[src/inc/serdes_channel_pkg.sv]
// Purpose : Shared constants and types of the serdes channel control block.
// Assumes : A 20 MHz reference clock; one serial bit per reference cycle.
// Notes   : Every number of the channel is named here once.
`default_nettype none

package serdes_channel_pkg;

	// ==========================================================
	// Framing
	localparam int          WORD_BITS  = 18;
	localparam int          FRAME_BITS = WORD_BITS + 2;
	localparam logic        START_BIT  = 1'h1;
	localparam logic        STOP_BIT   = 1'h0;
	localparam logic [17:0] SYNC_WORD  = 18'h3fe00;
	localparam logic [17:0] IDLE_WORD  = 18'h00000;

	// ==========================================================
	// Timing
	localparam int CLK_PERIOD_NS     = 50;
	localparam int POR_MAX_TIME_NS   = 1000000;
	// Strictly under the limit, so one cycle short of it.
	localparam int POR_CYCLES        = POR_MAX_TIME_NS / CLK_PERIOD_NS - 1;
	localparam int SYNC_MIN_CYCLES   = 7;
	localparam int SYNC_BURST_WORDS  = 1026;
	localparam int RX_CLK_HIGH_START = FRAME_BITS / 2;

	// ==========================================================
	// Buffering
	localparam int TX_FIFO_DEPTH = 8;

	// ==========================================================
	// Channel power state
	typedef enum logic [1:0] {
		ST_DOWN,
		ST_POR,
		ST_RUN
	} power_state_type;

endpackage : serdes_channel_pkg

`default_nettype wire

[src/rtl/word_fifo.sv]
// Purpose : Synchronous FIFO with valid/ready on both sides.
// Assumes : DEPTH is a power of two, at least two.
// Notes   : Full and empty come from pointers with one wrap bit.
`timescale 1ns/1ns
`default_nettype none

module word_fifo #(
	parameter int WIDTH = 18,
	parameter int DEPTH = 8
) (
	// Clock and reset
	input  wire logic             ref_clk,
	input  wire logic             arst_n,
	// Filling side
	input  wire logic             in_valid,
	output logic                  in_ready,
	input  wire logic [WIDTH-1:0] in_data,
	// Draining side
	output logic                  out_valid,
	input  wire logic             out_ready,
	output logic      [WIDTH-1:0] out_data
);
	localparam int AW = $clog2(DEPTH);

	// ==========================================================
	// Elaboration check
	generate
		if (DEPTH < 2 || (1 << AW) != DEPTH) begin : g_bad_depth
			$error("word_fifo: DEPTH must be a power of two");
		end
	endgenerate

	logic [WIDTH-1:0] mem_ff [DEPTH];
	logic [AW:0]      wr_ptr_ff;
	logic [AW:0]      rd_ptr_ff;
	logic [AW:0]      nxt_wr_ptr;
	logic [AW:0]      nxt_rd_ptr;
	logic             push;
	logic             pop;

	// ==========================================================
	// Flags and pointer updates
	always_comb begin
		out_valid  = (wr_ptr_ff != rd_ptr_ff);
		in_ready   = (wr_ptr_ff[AW-1:0] != rd_ptr_ff[AW-1:0]) ||
		             (wr_ptr_ff[AW] == rd_ptr_ff[AW]);
		push       = in_valid && in_ready;
		pop        = out_valid && out_ready;
		nxt_wr_ptr = push ? wr_ptr_ff + 1'b1 : wr_ptr_ff;
		nxt_rd_ptr = pop ? rd_ptr_ff + 1'b1 : rd_ptr_ff;
		out_data   = mem_ff[rd_ptr_ff[AW-1:0]];
	end

	// Storage holds no reset; only the pointers define content.
	always_ff @(posedge ref_clk) begin
		if (push) begin
			mem_ff[wr_ptr_ff[AW-1:0]] <= in_data;
		end
	end

	always_ff @(posedge ref_clk or negedge arst_n) begin
		if (!arst_n) begin
			wr_ptr_ff <= '0;
			rd_ptr_ff <= '0;
		end else begin
			wr_ptr_ff <= nxt_wr_ptr;
			rd_ptr_ff <= nxt_rd_ptr;
		end
	end

endmodule : word_fifo

`default_nettype wire

[src/rtl/serdes_channel_control.sv]
// Purpose : Per-channel control, framing, serializer and simple receiver.
// Assumes : One serial bit per ref_clk cycle; a word every 20 cycles.
// Notes   : Three-state pins appear as value plus output enable.
`timescale 1ns/1ns
`default_nettype none

module serdes_channel_control
	import serdes_channel_pkg::*;
#(
	parameter int POR_LEN = POR_CYCLES
) (
	// Clock and reset
	input  wire logic                 ref_clk,
	input  wire logic                 arst_n,
	// Channel control pins
	input  wire logic                 channel_power_on,
	input  wire logic                 loopback_select,
	input  wire logic                 fast_sync_request,
	// Parallel transmit side
	input  wire logic [WORD_BITS-1:0] tx_parallel_word,
	input  wire logic                 tx_word_valid,
	output logic                      tx_word_ready,
	// Serial transmit pins
	output logic                      serial_out_pos,
	output logic                      serial_out_neg,
	output logic                      serial_out_oe,
	// Serial receive pins
	input  wire logic                 serial_in_pos,
	input  wire logic                 serial_in_neg,
	// Parallel receive side and power-on reset status
	output logic      [WORD_BITS-1:0] recv_parallel_bus,
	output logic                      recv_bus_oe,
	output logic                      recv_word_clock,
	output logic                      por_active
);
	localparam int PW = $clog2(POR_LEN + 1);

	// ==========================================================
	// Elaboration check
	generate
		if (POR_LEN < 1) begin : g_bad_por
			$error("serdes_channel_control: POR_LEN must be positive");
		end
	endgenerate

	// ==========================================================
	// Declarations
	power_state_type           state_ff,  nxt_state;
	logic [PW-1:0]             por_cnt_ff, nxt_por_cnt;
	logic [2:0]                sync_hi_ff, nxt_sync_hi;
	logic [10:0]               sync_left_ff, nxt_sync_left;
	logic [4:0]                tx_bit_ff, nxt_tx_bit;
	logic [FRAME_BITS-1:0]     tx_sh_ff,  nxt_tx_sh;
	logic [4:0]                rx_bit_ff, nxt_rx_bit;
	logic [FRAME_BITS-1:0]     rx_sh_ff,  nxt_rx_sh;
	logic [WORD_BITS-1:0]      rx_word_ff, nxt_rx_word;
	logic                      rx_clk_ff, nxt_rx_clk;
	logic                      oe_out_ff, nxt_oe_out;
	logic                      oe_rx_ff,  nxt_oe_rx;
	logic                      run;
	logic                      word_tick;
	logic                      sync_send;
	logic                      fifo_valid;
	logic [WORD_BITS-1:0]      fifo_word;
	logic [WORD_BITS-1:0]      tx_word;
	logic                      rx_bit;
	logic [FRAME_BITS-1:0]     rx_frame;
	logic                      fifo_in_ready;

	// ==========================================================
	// Transmit word buffer
	// Words queue here; the serializer drains one per frame, so a source
	// that pushes faster than the word rate sees tx_word_ready fall.
	word_fifo #(
		.WIDTH (WORD_BITS),
		.DEPTH (TX_FIFO_DEPTH)
	) u_tx_fifo (
		.ref_clk   (ref_clk),
		.arst_n    (arst_n),
		.in_valid  (tx_word_valid && run),
		.in_ready  (fifo_in_ready),
		.in_data   (tx_parallel_word),
		.out_valid (fifo_valid),
		.out_ready (word_tick && !sync_send),
		.out_data  (fifo_word)
	);

	// Handshake outputs may be combinational.
	always_comb begin
		tx_word_ready = fifo_in_ready && run;
	end

	// ==========================================================
	// Power state, power-on reset and sync request qualification
	always_comb begin
		nxt_state     = state_ff;
		nxt_por_cnt   = por_cnt_ff;
		nxt_sync_hi   = sync_hi_ff;
		nxt_sync_left = sync_left_ff;
		run           = (state_ff == ST_RUN);
		word_tick     = run && (tx_bit_ff == 5'(FRAME_BITS - 1));
		case (state_ff)
			ST_DOWN: begin
				if (channel_power_on) begin
					nxt_state   = ST_POR;
					nxt_por_cnt = '0;
				end
			end
			ST_POR: begin
				nxt_por_cnt = por_cnt_ff + 1'b1;
				if (!channel_power_on) begin
					nxt_state = ST_DOWN;
				end else if (por_cnt_ff == PW'(POR_LEN - 1)) begin
					nxt_state = ST_RUN;
				end
			end
			ST_RUN: begin
				if (!channel_power_on) begin
					nxt_state = ST_DOWN;
				end
			end
			default: begin
				nxt_state = ST_DOWN;
			end
		endcase
		// A request must be seen high on 7 cycles in a row to count.
		if (!fast_sync_request || !run) begin
			nxt_sync_hi = '0;
		end else if (sync_hi_ff != 3'(SYNC_MIN_CYCLES)) begin
			nxt_sync_hi = sync_hi_ff + 1'b1;
		end
		// The burst is armed on the cycle the request qualifies.
		if (!run) begin
			nxt_sync_left = '0;
		end else if (nxt_sync_hi == 3'(SYNC_MIN_CYCLES) &&
		             sync_hi_ff != 3'(SYNC_MIN_CYCLES)) begin
			nxt_sync_left = 11'(SYNC_BURST_WORDS);
		end else if (word_tick && sync_left_ff != '0) begin
			nxt_sync_left = sync_left_ff - 1'b1;
		end
		sync_send = fast_sync_request || (sync_left_ff != '0);
	end

	always_ff @(posedge ref_clk or negedge arst_n) begin
		if (!arst_n) begin
			state_ff     <= ST_POR;
			por_cnt_ff   <= '0;
			sync_hi_ff   <= '0;
			sync_left_ff <= '0;
		end else begin
			state_ff     <= nxt_state;
			por_cnt_ff   <= nxt_por_cnt;
			sync_hi_ff   <= nxt_sync_hi;
			sync_left_ff <= nxt_sync_left;
		end
	end

	// ==========================================================
	// Serializer and receiver
	always_comb begin
		// An empty buffer sends a framed idle word so the far end keeps lock.
		if (sync_send) begin
			tx_word = SYNC_WORD;
		end else if (fifo_valid) begin
			tx_word = fifo_word;
		end else begin
			tx_word = IDLE_WORD;
		end
		nxt_tx_bit = '0;
		nxt_tx_sh  = '0;
		if (run) begin
			nxt_tx_bit = word_tick ? 5'h00 : tx_bit_ff + 1'b1;
			nxt_tx_sh  = {1'b0, tx_sh_ff[FRAME_BITS-1:1]};
			if (word_tick) begin
				nxt_tx_sh = {STOP_BIT, tx_word, START_BIT};
			end
		end
		nxt_oe_out = run && !loopback_select;
		nxt_oe_rx  = run;
		// Loopback takes the bit now on the wire; the pins are ignored.
		// The pins read as the positive leg; a pair stuck equal reads 0.
		rx_bit   = loopback_select ? tx_sh_ff[0] :
		           (serial_in_pos && !serial_in_neg);
		rx_frame = {rx_bit, rx_sh_ff[FRAME_BITS-1:1]};
		nxt_rx_sh   = run ? rx_frame : '0;
		nxt_rx_word = rx_word_ff;
		nxt_rx_bit  = '0;
		if (run) begin
			nxt_rx_bit = rx_bit_ff + 1'b1;
			if (rx_bit_ff == 5'(FRAME_BITS - 1)) begin
				if (rx_frame[0] == START_BIT &&
				    rx_frame[FRAME_BITS-1] == STOP_BIT) begin
					nxt_rx_word = rx_frame[FRAME_BITS-2:1];
					nxt_rx_bit  = '0;
				end else begin
					// Slip one bit and test the next boundary.
					nxt_rx_bit = rx_bit_ff;
				end
			end
		end
		// Rise mid-frame, well after the word was updated.
		nxt_rx_clk = run && (nxt_rx_bit >= 5'(RX_CLK_HIGH_START));
	end

	always_ff @(posedge ref_clk or negedge arst_n) begin
		if (!arst_n) begin
			tx_bit_ff  <= '0;
			tx_sh_ff   <= '0;
			rx_bit_ff  <= '0;
			rx_sh_ff   <= '0;
			rx_word_ff <= '0;
			rx_clk_ff  <= 1'b0;
			oe_out_ff  <= 1'b0;
			oe_rx_ff   <= 1'b0;
		end else begin
			tx_bit_ff  <= nxt_tx_bit;
			tx_sh_ff   <= nxt_tx_sh;
			rx_bit_ff  <= nxt_rx_bit;
			rx_sh_ff   <= nxt_rx_sh;
			rx_word_ff <= nxt_rx_word;
			rx_clk_ff  <= nxt_rx_clk;
			oe_out_ff  <= nxt_oe_out;
			oe_rx_ff   <= nxt_oe_rx;
		end
	end

	// ==========================================================
	// Pin drivers
	always_comb begin
		serial_out_pos    = tx_sh_ff[0];
		serial_out_neg    = ~tx_sh_ff[0];
		serial_out_oe     = oe_out_ff;
		recv_parallel_bus = rx_word_ff;
		recv_bus_oe       = oe_rx_ff;
		recv_word_clock   = rx_clk_ff;
		por_active        = (state_ff == ST_POR);
	end

endmodule : serdes_channel_control

`default_nettype wire

[config.mk]
export PLATFORM = sky130hd
export DESIGN_NAME = serdes_channel_control
export DESIGN_NICKNAME = d
export VERILOG_FILES = /design/src/inc/serdes_channel_pkg.sv /design/src/rtl/word_fifo.sv /design/src/rtl/serdes_channel_control.sv
export SDC_FILE = /design/constraint.sdc
export NUM_CORES = 1
export LEC_CHECK = 0
export BUFFER_PORTS_ARGS = -buffer_cell sky130_fd_sc_hd__buf_2
export CAP_MARGIN = 20
export CORE_MARGIN = 4
export CORE_UTILIZATION = 38
export DETAILED_ROUTE_END_ITERATION = 10
export PLACE_DENSITY_LB_ADDON = 0.2
export SETUP_SLACK_MARGIN = 0.4
export SYNTH_ARGS = -nofsm -noshare
export SYNTH_HDL_FRONTEND = slang
export SYNTH_HIERARCHICAL = 1
export SYNTH_SLANG_ARGS = --single-unit
[constraint.sdc]
create_clock -name ref_clk -period 4.45 [get_ports ref_clk]
set_input_delay 1.335 -clock ref_clk [delete_from_list [all_inputs] [get_ports ref_clk]]
set_output_delay 1.335 -clock ref_clk [all_outputs]
set_load 0.02 [all_outputs]
==> results of run 1 <==
-- through the flow --
step                cells  utilization
floorplan             657            -
global placement     1035        0.411
detailed placement   1035        0.411
CTS                  1082        0.442
global route         1083        0.442
finish               1083        0.442
-- critical path: cells and delay by family, from the launching register on --
kind                   cells  cell delay (ns)
buffers and inverters      2             0.23
AND/OR/NAND/NOR            2             0.83
XOR/XNOR                   1             0.27
flip-flops                 1             0.61
-- power by group through the flow --
stage | Combinational [mW] | Sequential [mW] | Clock, mW
after floorplan | 0.0186 | 2.54 | 0
after CTS | 0.0721 | 2.49 | 2.14
after detailed placement | 0.0719 | 2.54 | 0
final | 0.0705 | 2.49 | 2.08
after global placement | 0.0687 | 2.54 | 0
after global routing | 0.0813 | 2.49 | 2.26
-- layout make-up --
type,instances,share of cell area
antenna,1,0.000210
clock inverter,16,0.0114
timing repair buffer,65,0.0317
tap,341,0.0358
clock buffer,31,0.0579
sequential,252,0.590
inverter,13,0.00410
multi-input combinational,364,0.269
-- kinds of logic (layout without fill, tap and decap cells) --
group           after synthesis  count (layout)  share of synthesized area
other cells                   0               1                          0
buf+inv                      41             125                     0.0207
mux                          77              77                      0.125
flops                       252             252                      0.676
fa+ha+maj                     9               9                     0.0108
simple gates                166             166                     0.0902
compound gates               94              94                     0.0629
xor+xnor                     18              18                     0.0152
-- synth_stat cells, types with 11 or more instances --
cell type  number  area share
a21oi_1        25       0.012
and2_1         21       0.013
clkbuf_1       11      0.0040
dfrtp_1       107        0.26
edfxtp_1      144        0.42
inv_1          11      0.0040
mux2_2         29       0.031
mux4_2         36       0.078
nand2_1        38       0.014
nand3_1        17      0.0082
nor2_1         23      0.0083
o21ai_0        21       0.010
-- layer usage --
metal / vias to the layer above / global-route usage
met5: - / 0
met4: 0 / 0.0329
met2: 129 / 0.238
met3: 24 / 0.0238
li1: 2667 / -
met1: 3020 / 0.179
-- path summary, 6_finish.rpt --
path	start	endpoint	slack [ns]	depth (start not counted)
max in group asynchronous	arst_n	state_ff[0]	2.82	2
worst max register to register	state_ff[0]	u_tx_fifo/mem_ff[5][17]	1.86	7
worst min-delay path	tx_sh_ff[8]	tx_sh_ff[7]	0.47	1
worst max-delay path	u_tx_fifo/wr_ptr_ff[1]	tx_word_ready	0.65	5
min in group asynchronous	arst_n	recv_parallel_bus[5]	0.83	1
worst min register to register	tx_sh_ff[8]	tx_sh_ff[7]	0.47	1
-- state kept, by name, indices dropped and copies added, names as in the netlist --
signal               cells
u_tx_fifo/mem_ff       144
rx_sh_ff                19
tx_sh_ff                19
recv_parallel_bus       18
por_cnt_ff              15
sync_left_ff            11
rx_bit_ff                5
tx_bit_ff                5
u_tx_fifo/rd_ptr_ff      4
u_tx_fifo/wr_ptr_ff      4
sync_hi_ff               3
state_ff                 2
recv_bus_oe              1
recv_word_clock          1
serial_out_oe            1
==> flow_summary.ini, run 1 <==
[status]
status = completed

[grt]
grt_pass1_wl_um = 33500
grt_max_degree = 62
overflow = 0
grt_pass1_vias = 6096
grt_usage = 0.137
antenna_found_initial = 1

[clock_tree]
cts_num_sinks = 252
clk_path_buf_depth = 3
cts_tree = yes
cts_setup_buffers = 0
cts-resized-gates = 0
clk_pin_slew_ns = 0.06
hold_buffers = 0
root_buffer = clkbuf_16
htreeDepth = 1
clock_latency_ns = 0.53
cts_inserted_buffers = 26

[setup_path]
required_ns = 3.12
cp-start-kind = flop
cp_max_fo = 12
path_cells = xor2_1 > nor4_4 > inv_1 > and2_1 > buf_2
worst_setup_path_end_kind = output port
crit_slowest_cell = nor4_4
crit_type = reg -> out
cp.arrival_ns = 2.47
slowest_delay_ns = 0.68

[pwr]
ir_drop_uv = 347
p_clk_frac = 0.448
power_mw = 4.64
cellPowerDensity_nw_per_um2 = 390
sequentialPowerShare = 0.537
cellLeakagePower_nw = 4.56
combPwrFrac = 0.015
p_int_mw = 3.72
switching_power_mw = 0.923
swShare = 0.199

[sta]
fin_setup_tns_ns = 0
fin_worst_skew_ns = 0.0190
setup_ws_ns = 0.647
max_slew.worst_pin.slew_ns = 0.895
slew-limit-headroom = 0.399
setup_violations = 0
rsz0062_at_grt = false
post-route-min-period_ns = 3.80
fin_crit_sh = 0.855
slew_viol_final = 0
fmax_ghz = 0.263
hold_violations = 0
whs_ns = 0.470

[flow_run]
maxCapViolations = 0

[floorplan]
die_area_um2 = 30100
ioPinCount = 51
dieWidth_um = 173
fp.dieH_um = 173
fp.coreArea_um2 = 27000
num_rows = 60
initial_utilization = 0.386

[placement]
dp_slack_ns = 1.15
place.detailed.hpwl_um = 12500
routabilityCongestion = 0.797
place_area_um2 = 11100
io_buffers = 50

[route]
viasPerCell = 5.39
wirelength_um = 20500
ant_nets = 0
drtIter0Drc = 388
topRoutingLayerUsed = met4
wl_met3_um = 828
dr.pass1.iters = 4
routedWlPerCell_um = 18.9
wl_met2_um = 10500
post-route-drc-count = 0
vias = 5840
met1_length_um = 8830

[logic_synthesis]
postSynth.asyncResetShare = 0.429
synth_fp_nets = 692
ys_seq_area_frac = 0.676
syn_area_per_cell_um2 = 15.8
dominantRegCellSynth = edfxtp_1
syn_inst = 657
synth_edf_count = 144
synth_warnings = 6
syn_area_um2 = 10400
yosysUniqueCellTypes = 68
synth-seq-cells = 252

[final_layout]
final_nets = 757
mostFrequentLayoutCell = edfxtp_1
seq_area_um2 = 7030
drive_gt1_frac = 0.267
area_growth_pct = 14.5
fin_area_um2 = 11900
mostFrequentLayoutCells = edfxtp_1, dfrtp_1, buf_2
multiInputGateArea_um2 = 3200
fillers = 2364

[hold_path]
holdCritPathClass = reg -> reg
No activity file was read; power rests on OpenSTA's default activity.
==> run 2: changes to the inputs <==
==> constraint.sdc (replaced) <==
create_clock -name ref_clk -period 3.9 [get_ports ref_clk]
set_input_delay 1.17 -clock ref_clk [delete_from_list [all_inputs] [get_ports ref_clk]]
set_output_delay 1.17 -clock ref_clk [all_outputs]
set_load 0.02 [all_outputs]
==> flow_summary.ini, run 2 (synthesized netlist as in run 1, its figures left out) <==
[grt]
grt_pass1_wl_um = 34200
grt_usage = 0.140
antenna_found_initial = 1
grt_max_degree = 59
grt_pass1_vias = 6168
overflow = 0

[setup_path]
required_ns = 2.73
cp-start-kind = flop
rr_worst_depth = 9
cp_max_fo = 9
cp.arrival_ns = 2.20
worst_setup_path_end_kind = output port
crit_type = reg -> out

[sta]
fin_setup_tns_ns = 0
post-route-min-period_ns = 3.37
slew_viol_final = 0
rsz0062_at_grt = false
fmax_ghz = 0.297
max_slew.worst_pin.slew_ns = 0.987
fin_worst_skew_ns = 0.0239
slew-limit-headroom = 0.337
setup_violations = 0
fin_crit_sh = 0.864
setup_ws_ns = 0.531
hold_violations = 0

[placement]
dp_slack_ns = 0.978
routabilityCongestion = 0.832
place.detailed.hpwl_um = 12200
io_buffers = 50

[route]
wirelength_um = 20600
viasPerCell = 5.33
ant_nets = 0
post-route-drc-count = 0
routedWlPerCell_um = 19.0
dr.pass1.iters = 5
vias = 5782
drtIter0Drc = 368

[clock_tree]
cts_num_sinks = 252
root_buffer = clkbuf_16
clk_path_buf_depth = 3
cts_inserted_buffers = 26
cts_setup_buffers = 0
clock_latency_ns = 0.54
hold_buffers = 0
clk_pin_slew_ns = 0.06
htreeDepth = 1
cts_tree = yes
cts-resized-gates = 1

[final_layout]
diodes = 0
area_growth_pct = 15.3
final_nets = 759
mostFrequentLayoutCells = edfxtp_1, dfrtp_1, buf_2
mostFrequentLayoutCell = edfxtp_1
largest_reg_flops = 144
drive_gt1_frac = 0.276

[floorplan]
die_area_um2 = 30100
initial_utilization = 0.386
dieWidth_um = 173
num_rows = 60
fp.coreArea_um2 = 27000
fp.dieH_um = 173
ioPinCount = 51

[pwr]
power_mw = 5.46
ir_drop_uv = 400
cellLeakagePower_nw = 4.58
cellPowerDensity_nw_per_um2 = 456

[hold_path]
whs_path_depth = 1
holdCritPathClass = reg -> reg

[status]
status = completed

[flow_run]
maxCapViolations = 0
-- run 2: changes by cell type in the layout (fill, tap and decap cells not counted), sizes merged --
cell      before  now
buf           65   67
diode          1    0
clkinvlp       0    2
clkinv        16   13
clkbuf        31   30
bufinv         2    4
-- run 2: metrics by stage --
stage	instance area (um^2)	std cells	utilization	hold slack, ns
3_3_place_gp	11100	1037	0.412	0.447
4_1_cts	12000	1084	0.445	0.448
3_5_place_dp	11100	1037	0.412	0.456
6_report	12000	1084	0.445	0.446
2_1_floorplan	10400	657	-	0.442
5_1_grt	12000	1084	0.445	0.448
-- run 2: per-layer routing --
layer / vias up / track usage / part of all wire
met1: 2974 / 0.187 / 0.45
li1: 2676 / - / -
met2: 98 / 0.235 / 0.49
met5: - / 0 / 0.00058
met3: 32 / 0.0264 / 0.038
met4: 2 / 0.0382 / 0.020
-- run 2: power by group --
group          switching [mW]  internal, mW
logic                  0.0588        0.0226
clock network            1.04          1.50
registers              0.0131          2.83
-- run 2: cell type report --
type | count | area [um^2]
fillers | 2352 | 15000
flip-flops and latches | 252 | 7030
multi-input cells | 364 | 3200
clock buffers | 30 | 666
well taps | 341 | 427
repair buffers | 67 | 393
clock inverters | 17 | 223
inverters | 13 | 48.8
-- run 2: path summary, 6_finish.rpt --
kind,startpoint,endpoint,slack [ns]
setup / recovery,u_tx_fifo/wr_ptr_ff[2],tx_word_ready,0.53
hold / removal,tx_sh_ff[7],tx_sh_ff[6],0.45
setup reg to reg,state_ff[0],u_tx_fifo/rd_ptr_ff[3],1.23
hold reg to reg,tx_sh_ff[7],tx_sh_ff[6],0.45
max in group asynchronous,arst_n,u_tx_fifo/rd_ptr_ff[0],2.43
min in group asynchronous,arst_n,rx_sh_ff[5],0.72
-- run 2: critical path, cell delays in order (launching register included) --
cell     delay (ns)
dfrtp_1        0.59
xor2_1         0.50
nor4_4         0.06
buf_4          0.20
inv_1          0.05
and2_1         0.11
buf_2          0.16
